--- config.mk ---
export PLATFORM = sky130hd
export DESIGN_NAME = emi_irq_flags
export DESIGN_NICKNAME = d
export VERILOG_FILES = /design/src/design/emi_pkg.sv /design/src/design/emi_irq_flags.sv /design/src/design/emi_gain_decode.sv
export VERILOG_INCLUDE_DIRS = /design/src /design/src/design
export SDC_FILE = /design/constraint.sdc
export NUM_CORES = 1
export LEC_CHECK = 0
export ABC_AREA = 1
export BUFFER_PORTS_ARGS = -buffer_cell sky130_fd_sc_hd__buf_2
export CORE_ASPECT_RATIO = 0.75
export CORE_UTILIZATION = 56
export CTS_CLUSTER_DIAMETER = 40
export DETAILED_ROUTE_END_ITERATION = 12
export GPL_ROUTABILITY_DRIVEN = 0
export MAX_ROUTING_LAYER = met4
export PLACE_DENSITY_LB_ADDON = 0.1
export SKIP_CTS_REPAIR_TIMING = 1
export SLEW_MARGIN = 20
export SYNTH_ARGS = -nofsm -noshare
export SYNTH_HDL_FRONTEND = slang
export SYNTH_SLANG_ARGS = --single-unit
--- constraint.sdc ---
create_clock -name i_clk -period 2.2 [get_ports i_clk]
set_clock_uncertainty 0.15 [all_clocks]
set_input_delay 0.44 -clock i_clk [delete_from_list [all_inputs] [get_ports i_clk]]
set_output_delay 0.44 -clock i_clk [all_outputs]
set_load 0.05 [all_outputs]
--- src/design/emi_params.svh ---
// emi_params.svh: offsets, field positions and reset values of the energy interrupt block.
// assumes: included by design files by bare name; defines only.
`ifndef EMI_PARAMS_SVH
`define EMI_PARAMS_SVH

// ----------------------------------------
// register addresses (8-bit special function register space)
// ----------------------------------------
`define EMI_ADDR_ENABLE_LOW   8'hD9
`define EMI_ADDR_ENABLE_MID   8'hDA
`define EMI_ADDR_ENABLE_HIGH  8'hDB
`define EMI_ADDR_STATUS_LOW   8'hDC
`define EMI_ADDR_STATUS_MID   8'hDD
`define EMI_ADDR_STATUS_HIGH  8'hDE
`define EMI_ADDR_GAIN         8'h1B

// ----------------------------------------
// implemented-bit masks and reset values
// ----------------------------------------
`define EMI_MASK_LOW          8'h1F
`define EMI_MASK_MID          8'hFF
`define EMI_MASK_HIGH         8'hBF
`define EMI_MASK_EN_HIGH      8'h3F
`define EMI_MASK_GAIN         8'hE7
`define EMI_RESET_REG         8'h00
`define EMI_RESET_FLAG_BIT    7
`define EMI_AGG_BIT           7
`define EMI_GAIN_MAX          3'h4
// decoded gain of select code 000, the select field's reset value
`define EMI_GAIN_RESET        5'h01
`define EMI_ZERO8             8'h00

`endif

--- src/design/emi_pkg.sv ---
// emi_pkg.sv: types shared by the energy interrupt block.
// assumes: constants come from emi_params.svh.
package emi_pkg;

  // one-cycle event pulses from the measurement engine
  typedef struct packed {
    logic [4:0] low;   // sign change and no-load events
    logic [7:0] mid;   // pulse outputs, overflow, half full
    logic [7:0] high;  // reset end, waveform, peaks, cycle end, timeout, zero crossing
  } emi_events_type;

  // register access from the core
  typedef struct packed {
    logic       wr;
    logic       rd;
    logic [7:0] addr;
    logic [7:0] wdata;
  } emi_sfr_req_type;

  typedef enum logic [1:0] {
    EMI_ST_RESET = 2'b01,
    EMI_ST_RUN   = 2'b10
  } emi_phase_type;

endpackage

--- src/design/emi_irq_flags.sv ---
// emi_irq_flags.sv: energy measurement status flags, enables and pending interrupt.
// assumes: core reaches registers by a one-cycle read/write strobe on its own clock;
// event inputs are one-cycle pulses from engine logic on the same clock.
//
// Summary of operation
// - pulse output b event sets mid bit 7
// - pulse output a event sets mid bit 6
// - energy overflows set mid bits 5 to 3
// - energy half full sets mid bits 2 to 0
// - reset completion sets high bit 7
// - new waveform sample sets high bit 5
// - peak exceeded sets high bits 4, 3
// - line cycle accumulation done sets high bit 2
// - zero crossing timeout sets high bit 1
// - zero crossing detected sets high bit 0
// - low enable bits 4..0, upper reserved
// - mid enables 7, 6 gate pulse events
// - mid enables 5..0 gate overflow, half full
// - high enables 5..0 gate, upper reserved
// - gain register holds current and voltage selects
// - aggregate low bit 7 follows enabled flags
// - gain codes 000 to 100 mean 1..16
// - low status holds sign and no-load flags
// - waveform interrupt holds until flag cleared
`timescale 1ns/1ps
`include "emi_params.svh"

module emi_irq_flags (
  // clock and reset
  input  wire logic                   i_clk,
  input  wire logic                   i_rst,
  // engine events, one-cycle pulses
  input  wire emi_pkg::emi_events_type i_events,
  // register access
  input  wire emi_pkg::emi_sfr_req_type i_sfr,
  output logic                  [7:0] o_rdata,
  // to the core and the analog stage
  output logic                        o_irq_pending,
  output logic                  [2:0] o_current_gain_select,
  output logic                  [2:0] o_voltage_gain_select,
  output logic                  [4:0] o_current_gain,
  output logic                  [4:0] o_voltage_gain
);

  // ----------------------------------------
  // state
  // ----------------------------------------
  typedef struct packed {
    emi_pkg::emi_phase_type phase;
    logic [7:0] st_low;
    logic [7:0] st_mid;
    logic [7:0] st_high;
    logic [7:0] en_low;
    logic [7:0] en_mid;
    logic [7:0] en_high;
    logic [7:0] gain;
    logic [7:0] rdata;
    logic       irq;
  } emi_state_type;

  emi_state_type st_r;
  emi_state_type st_nxt;

  // software writes a 0 to a flag bit to clear it; set from hardware wins
  function automatic logic [7:0] flag_update(input logic [7:0] cur, input logic [7:0] set,
                                             input logic clr_wr, input logic [7:0] wdata,
                                             input logic [7:0] mask);
    logic [7:0] kept;
    kept = clr_wr ? (cur & wdata) : cur;
    flag_update = (kept | set) & mask;
  endfunction

  function automatic logic any_enabled(input logic [7:0] flags, input logic [7:0] en);
    any_enabled = |(flags & en);
  endfunction

  logic       wr_low;
  logic       wr_mid;
  logic       wr_high;
  logic [7:0] set_low;
  logic [7:0] set_mid;
  logic [7:0] set_high;
  logic       reset_done;
  logic       pending;
  logic [7:0] rd_mux;

  // ----------------------------------------
  // decode and next state
  // ----------------------------------------
  always_comb begin
    st_nxt     = st_r;
    wr_low     = 1'b0;
    wr_mid     = 1'b0;
    wr_high    = 1'b0;
    reset_done = 1'b0;
    rd_mux     = `EMI_ZERO8;
    if (i_sfr.wr && i_sfr.addr == `EMI_ADDR_STATUS_LOW) begin
      wr_low = 1'b1;
    end else if (i_sfr.wr && i_sfr.addr == `EMI_ADDR_STATUS_MID) begin
      wr_mid = 1'b1;
    end else if (i_sfr.wr && i_sfr.addr == `EMI_ADDR_STATUS_HIGH) begin
      wr_high = 1'b1;
    end else if (i_sfr.wr && i_sfr.addr == `EMI_ADDR_ENABLE_LOW) begin
      st_nxt.en_low = i_sfr.wdata & `EMI_MASK_LOW;
    end else if (i_sfr.wr && i_sfr.addr == `EMI_ADDR_ENABLE_MID) begin
      st_nxt.en_mid = i_sfr.wdata & `EMI_MASK_MID;
    end else if (i_sfr.wr && i_sfr.addr == `EMI_ADDR_ENABLE_HIGH) begin
      st_nxt.en_high = i_sfr.wdata & `EMI_MASK_EN_HIGH;
    end else if (i_sfr.wr && i_sfr.addr == `EMI_ADDR_GAIN) begin
      st_nxt.gain = i_sfr.wdata & `EMI_MASK_GAIN;
    end

    case (st_r.phase)
      emi_pkg::EMI_ST_RESET: begin
        reset_done   = 1'b1;
        st_nxt.phase = emi_pkg::EMI_ST_RUN;
      end
      emi_pkg::EMI_ST_RUN: begin
        st_nxt.phase = emi_pkg::EMI_ST_RUN;
      end
      default: begin
        st_nxt.phase = emi_pkg::EMI_ST_RESET;
      end
    endcase

    set_low  = {3'h0, i_events.low};
    set_mid  = i_events.mid;
    set_high = i_events.high;
    set_high[`EMI_RESET_FLAG_BIT] = i_events.high[`EMI_RESET_FLAG_BIT] | reset_done;

    // aggregate bit of the low register is computed, never stored from writes
    st_nxt.st_low  = flag_update(st_r.st_low, set_low, wr_low, i_sfr.wdata,
                                 `EMI_MASK_LOW);
    st_nxt.st_mid  = flag_update(st_r.st_mid, set_mid, wr_mid, i_sfr.wdata,
                                 `EMI_MASK_MID);
    st_nxt.st_high = flag_update(st_r.st_high, set_high, wr_high, i_sfr.wdata,
                                 `EMI_MASK_HIGH);

    pending = any_enabled(st_nxt.st_low, st_nxt.en_low)
            | any_enabled(st_nxt.st_mid, st_nxt.en_mid)
            | any_enabled(st_nxt.st_high, st_nxt.en_high);
    st_nxt.irq = pending;
    st_nxt.st_low[`EMI_AGG_BIT] = pending;

    if (i_sfr.rd && i_sfr.addr == `EMI_ADDR_STATUS_LOW) begin
      rd_mux = st_r.st_low;
    end else if (i_sfr.rd && i_sfr.addr == `EMI_ADDR_STATUS_MID) begin
      rd_mux = st_r.st_mid;
    end else if (i_sfr.rd && i_sfr.addr == `EMI_ADDR_STATUS_HIGH) begin
      rd_mux = st_r.st_high;
    end else if (i_sfr.rd && i_sfr.addr == `EMI_ADDR_ENABLE_LOW) begin
      rd_mux = st_r.en_low;
    end else if (i_sfr.rd && i_sfr.addr == `EMI_ADDR_ENABLE_MID) begin
      rd_mux = st_r.en_mid;
    end else if (i_sfr.rd && i_sfr.addr == `EMI_ADDR_ENABLE_HIGH) begin
      rd_mux = st_r.en_high;
    end else if (i_sfr.rd && i_sfr.addr == `EMI_ADDR_GAIN) begin
      rd_mux = st_r.gain;
    end
    st_nxt.rdata = rd_mux;
  end

  always_ff @(posedge i_clk) begin
    if (i_rst) begin
      st_r       <= '0;
      st_r.phase <= emi_pkg::EMI_ST_RESET;
    end else begin
      st_r <= st_nxt;
    end
  end

  // ----------------------------------------
  // outputs
  // ----------------------------------------
  assign o_rdata               = st_r.rdata;
  assign o_irq_pending         = st_r.irq;
  assign o_current_gain_select = st_r.gain[2:0];
  assign o_voltage_gain_select = st_r.gain[7:5];

  emi_gain_decode u_cur_gain (
    .i_clk  (i_clk),
    .i_rst  (i_rst),
    .i_code (st_nxt.gain[2:0]),
    .o_gain (o_current_gain)
  );

  emi_gain_decode u_volt_gain (
    .i_clk  (i_clk),
    .i_rst  (i_rst),
    .i_code (st_nxt.gain[7:5]),
    .o_gain (o_voltage_gain)
  );
endmodule // emi_irq_flags

--- src/design/emi_gain_decode.sv ---
// emi_gain_decode.sv: turns a three-bit gain select code into a gain factor.
// assumes: same clock as the parent; register output.
`timescale 1ns/1ps
`include "emi_params.svh"

module emi_gain_decode (
  // clock and reset
  input  wire logic       i_clk,
  input  wire logic       i_rst,
  // select code
  input  wire logic [2:0] i_code,
  // decoded gain, 1 to 16; 0 marks an unused code
  output logic      [4:0] o_gain
);

  typedef struct packed {
    logic [4:0] gain;
  } emi_gain_state_type;

  emi_gain_state_type st_r;
  emi_gain_state_type st_nxt;

  always_comb begin
    st_nxt = st_r;
    if (i_code <= `EMI_GAIN_MAX) begin
      st_nxt.gain = 5'h01 << i_code;
    end else begin
      st_nxt.gain = 5'h00;
    end
  end

  always_ff @(posedge i_clk) begin
    if (i_rst) begin
      // follows the select field's reset code, so gain and select never disagree
      st_r <= '{gain: `EMI_GAIN_RESET};
    end else begin
      st_r <= st_nxt;
    end
  end

  assign o_gain = st_r.gain;

endmodule // emi_gain_decode

# Word-level counts from Yosys, hierarchy flattened
# Cells that the tools add are included.
# totals
in_bits	41
latchBits	0
elab_cells	92
reg_bits	73
ram_bits	0
n_memories	0
romBits	0
out_inout_bits	25
# op_classes
n_reduce_logical	20
mux	30
div	0
n_lt_le_gt_ge	2
shifts	2
bitwise	14
n_addsub	0
n_eq_ne	9
mul	0
# op_table
cell	count
$mux 8	14
$mux 32	3
$eq 8x8->1 const B	6
$and 8x8->8	4
$mux 24	1
$reduce_or 8->1	3
$mux 16	1
$or 8x8->8	2
$logic_and 1x1->1	14
$shl 1x3->5 const A	2
$mux 1	9
$and 5x8->8	1
$eq 8x5->1 const B	1
$le 3x3->1 const B	2
$reduce_or 2->1	3
$and 5x5->5	1
$mux 5	1
$or 5x5->5	1
$or 1x1->1	3
$eq 2x1->1 const B	1
$eq 2x2->1 const B	1
$mux 2	1
$not 1->1	2

# Longest topological paths before layout
# depth
word_depth	13
ltp_mapped	14
ltp_nobuf	13

# Hierarchy
# From an unflattened synthesis, not the netlist that was laid out.
# unflattened
cells_unflattened	527
area_unflattened_um2	3487.1
# modules_own_cells
mod	n_inst	cells_per_inst	seq_area_each_um2	area_per_inst_um2
emi_irq_flags	1	485	1141.1	3159.3
emi_gain_decode	2	21	100.1	163.9

# Worst setup path after synthesis
# Ideal clock, no wire load.
# synth_path
path_kind	input to register
start	input port i_sfr[13] (netlist name)
end	register st_r[64] (netlist name)
setup_ns	0.128
cell_stages	13
setup_slack_ns	0.392
path_buffers	1
arrival_ns	1.530
t_required_ns	1.922
path_cell_list	inv_1 > nand2_2 > nor2_8 > nand3_2 > buf_6 > o21ai_2 > inv_1 > nand2_1 > nand2_1 > nor2_1 > nand2_1 > nor2_1 > nor2_1
# synth_via
elab_chain_len	11
word_cells_on_any_way	40
classes_between	eq/ne: 6; mux: 17; bitwise: 8; reduce/logical: 9
# synth_lines
element	line_no	text
start, declared	emi_irq_flags.sv:35	input wire emi_pkg::emi_sfr_req_type i_sfr,
$eq 8x8->1 (no source line)	n/a	
$logic_and 1x1->1 (no source line)	n/a	
$mux 8, on equally long branches	emi_irq_flags.sv:105, emi_irq_flags.sv:107	
$mux 24 or $mux 16 (tied branches)	emi_irq_flags.sv:103, emi_irq_flags.sv:105	
$mux 32 or $mux 24 (tied branches)	emi_irq_flags.sv:101, emi_irq_flags.sv:103	
$mux 32, on equally long branches	emi_irq_flags.sv:99, emi_irq_flags.sv:101	
$mux 32, on equally long branches	emi_irq_flags.sv:97, emi_irq_flags.sv:99	
$and 8x8->8 or $mux 32 (tied branches)	emi_irq_flags.sv:74, emi_irq_flags.sv:97	
$reduce_or 8->1 or $and 8x8->8 (tied branches)	emi_irq_flags.sv:74	any_enabled = |(flags & en);
$or 1x1->1 or $reduce_or 8->1 (tied branches)	emi_irq_flags.sv:140, emi_irq_flags.sv:74	
$or 1x1->1 *	emi_irq_flags.sv:141	| any_enabled(st_nxt.st_high, st_nxt.en_high);
end signal, assigned	emi_irq_flags.sv:168	st_r <= st_nxt;
end, declared	emi_irq_flags.sv:61	emi_state_type st_r;
# Every way passes the cells marked *; elsewhere a longest branch is shown, timed or not.
# A chain may end at the register's enable or synchronous reset.

# Worst setup path in the final report
# layout_path
start	input port i_sfr[13] (netlist name)
end	register st_r, in the netlist o_rdata[4]
# layout_via
elab_chain_len	8
word_cells_on_any_way	18
classes_between	eq/ne: 6; mux: 6; reduce/logical: 6
# layout_lines
element	line_no	text
$eq 8x8->1 (no source line)	n/a	
$logic_and 1x1->1 (no source line)	n/a	
$mux 8	emi_irq_flags.sv:155	end else if (i_sfr.rd && i_sfr.addr == `EMI_ADDR_ENABLE_HIGH) begin
$mux 8	emi_irq_flags.sv:153	end else if (i_sfr.rd && i_sfr.addr == `EMI_ADDR_ENABLE_MID) begin
$mux 8	emi_irq_flags.sv:151	end else if (i_sfr.rd && i_sfr.addr == `EMI_ADDR_ENABLE_LOW) begin
$mux 8	emi_irq_flags.sv:149	end else if (i_sfr.rd && i_sfr.addr == `EMI_ADDR_STATUS_HIGH) begin
$mux 8	emi_irq_flags.sv:147	end else if (i_sfr.rd && i_sfr.addr == `EMI_ADDR_STATUS_MID) begin
$mux 8 *	emi_irq_flags.sv:145	if (i_sfr.rd && i_sfr.addr == `EMI_ADDR_STATUS_LOW) begin
# Marked as above.

==> results_dict.tcl <==
set metrics [dict create \
    clockPowerShare 0.397 \
    placement_rows 24 \
    synth_area_leaders "dfxtp_1 38%, nand2_1 16%, inv_1 9.7%" \
    crit_fanout 10 \
    leakagePower_nw 2.32 \
    rsz0062_at_grt "false" \
    die_h_um 71.2 \
    timing.final.crit_share 0.887 \
    seqPwrFrac 0.502 \
    finalSetupViolations 0 \
    grt_pass1_vias 3227 \
    clkTransAtPathRegs_ns 0.08 \
    yosys_most_used_dff "dfxtp_1" \
    syn-instance-count 531 \
    syn_area_mm2 0.00357 \
    synth_top_area_cell "dfxtp_1" \
    dpl_cell_area_mm2 0.00402 \
    worstSetupPathType "in2reg" \
    use_met1 0.423 \
    drive_gt1_frac 0.240 \
    cts_tree "built" \
    fill_cells 542 \
    grt_pass1_wl_um 15600 \
    combPwrFrac 0.101 \
    drt_iter0_drc 222 \
    syn_area_per_cell_um2 6.73 \
    synth_edf_count 0 \
    grt_overflow 0 \
    wire_per_inst_um 14.2 \
    cts_made_buffers 9 \
    dp_hpwl_um 7260 \
    io_pins 66 \
    ys_types 35 \
    p_int_mw 1.88 \
    place_inst 675 \
    synth_common_cells "148 x nand2_1, 92 x inv_1, 67 x dfxtp_1" \
    drv_cap 0 \
    vdd_ir_drop_max_uv 339 \
    drc 0 \
    gr-max-usage-layer "met2" \
    setup.worst_path.end "o_rdata[4]" \
    end_kind "register" \
    synth.most_common_cell "nand2_1" \
    grt_start_max_net_pins 26 \
    fmax_mhz 513 \
    cp_data_arrival_time_ns 2.09 \
    status "finished, final reports clean" \
    syn-num-nets 573 \
    clock_latency_ns 0.34 \
    drt_pass1_iterations 4 \
    slew_headroom 0.757 \
    async_flop_share 0 \
    tightest_slew_ns 0.361 \
    fin_setup_tns_ns 0 \
    crit_path_start "i_sfr[13]" \
    hold_viol_final 0 \
    insertedDiodeCount 0 \
    drt_wl_total_um 9830 \
    final_util 0.706 \
    design_area_mm2 0.00422 \
    ys_seq_area_frac 0.375 \
    p_sw_frac 0.264 \
    startpoint_type "input pin" \
    io_buffers 64 \
    ant_nets 0 \
    finalCriticalPeriod_ns 1.95 \
    critical_path.most_common_cell "nand2_1" \
    power_density_mw_per_mm2 605 \
    root_buffer "clkbuf_8" \
    path_cells "buf_2 > inv_1 > nand2_2 > nor2_8 > buf_4 > nand2_1 > nor2_2 > buf_4 > nand2_1 > o21ai_0 > o21ai_0 > nand2_1 > nand2_1 > nand2_1 > nand2_1 > nand2_1" \
    p_total_mw 2.55 \
    routed_via_density 5.15 \
    synth_top_area_frac 0.375 \
    clock_sinks 67 \
    fin_cells 691 \
    dieArea_mm2 0.00671 \
    syn2layout_area_growth_pct 18.1 \
    h-tree-depth 3 \
    rr_startpoint "st_r[46]" \
    min_path_type "in2reg" \
    crit_path_top_delay_cell "nor2_8" \
    maxSlewViolCount 0 \
    gr-usage-met2 0.474 \
    slowest_delay_ns 0.22 \
    grt_use_met3 0.0925 \
    antenna_found_initial 0 \
    initial_core_util 0.598 \
    clock_path_buffers 2 \
    coreArea_mm2 0.00598 \
    ys_ff_latch 67 \
    yosys_warnings 0 \
    nNetsFinal 650 \
    die_w_um 94.2 \
    timing.rr.end "st_r[64]" \
    power_switching_mw 0.673 \
    rr_worst_depth 10 \
    vias 3558 \
    grt_use_total 0.317 \
    ff2ff_setup_slack_ns 0.74 \
    cp_data_required_time_ns 2.33 \
]
-- logic make-up (layout without fill, tap and decap cells) --
logic type | count (synthesis) | in the layout | synth area share
AO/OA/AOI/OAI | 55 | 55 | 0.0904
buffers and inverters | 124 | 206 | 0.156
flip-flops | 67 | 67 | 0.375
AND/OR/NAND/NOR | 284 | 284 | 0.375
adder cells (fa/ha/maj) | 1 | 1 | 0.00350
-- routing by layer --
| metal | wire length, um | up-vias |
|---|---|---|
| met3 | 943 | 12 |
| met4 | 70 | 0 |
| met2 | 4360 | 174 |
| met1 | 4460 | 1590 |
| met5 | 0 | - |
| li1 | - | 1782 |
-- stage by stage --
step	hold slack, ns	worst slack, ns
2_1_floorplan	0.272	0.392
6_report	0.203	0.249
4_1_cts	0.195	0.313
3_5_place_dp	0.282	-0.0301
3_3_place_gp	0.281	0.0195
5_1_grt	0.207	0.155
-- critical path: cells and delay by family --
kind            cells  cell delay [ns]
compound gates      2             0.19
simple gates       10             0.96
buf+inv             4             0.51
-- cell type report --
class	count	area, um^2	area share
Multi-Input combinational cell	340	1680	0.397
Sequential cell	67	1340	0.318
Timing Repair Buffer	95	553	0.131
Inverter	95	357	0.0845
Clock buffer	10	128	0.0303
Tap cell	78	97.6	0.0231
Clock inverter	6	66.3	0.0157
-- flip-flops by register name (all words and copies together), names as in the netlist --
signal                 cells
u_volt_gain.o_gain         5
u_cur_gain.o_gain          5
o_rdata                    8
o_voltage_gain_select      3
st_r                      43
o_current_gain_select      3
-- worst min-delay path by stage --
stage / from / to / cells after the start
4_1_cts: i_events[19] / st_r[60] / 3
3_3_place_gp: st_r[61] / o_rdata[4] / 2
5_1_grt: i_events[13] / st_r[54] / 3
2_1_floorplan: st_r[61] / o_rdata[4] / 2
3_5_place_dp: st_r[64] / o_rdata[7] / 2
6_report: i_events[19] / st_r[60] / 3
-- power groups by stage --
stage               registers (mW)  clock network (mW)  logic (mW)
floorplan                     1.31                   0       0.156
finish                        1.28                1.01       0.257
global route                  1.29                1.07       0.286
CTS                           1.28                1.02       0.255
detailed placement            1.31                   0       0.253
global placement              1.31                   0       0.246
-- layout by cell type (no fill, tap or decap), drive strengths merged --
cell        n
bufinv      1
a22oi       1
inv        95
nand3      18
o2111ai     1
or2         1
nor2       69
o211ai      1
a21oi      14
and2        2
nand3b     11
nor4        1
dfxtp      67
clkinv      2
nand2     155
nor3        5
o21ai      34
nand4      22
buf        95
a211oi      1
clkinvlp    3
o21a        1
a31oi       1
ha          1
a21boi      1
clkbuf     10
Note: power is estimated with default switching activity, not from simulation.
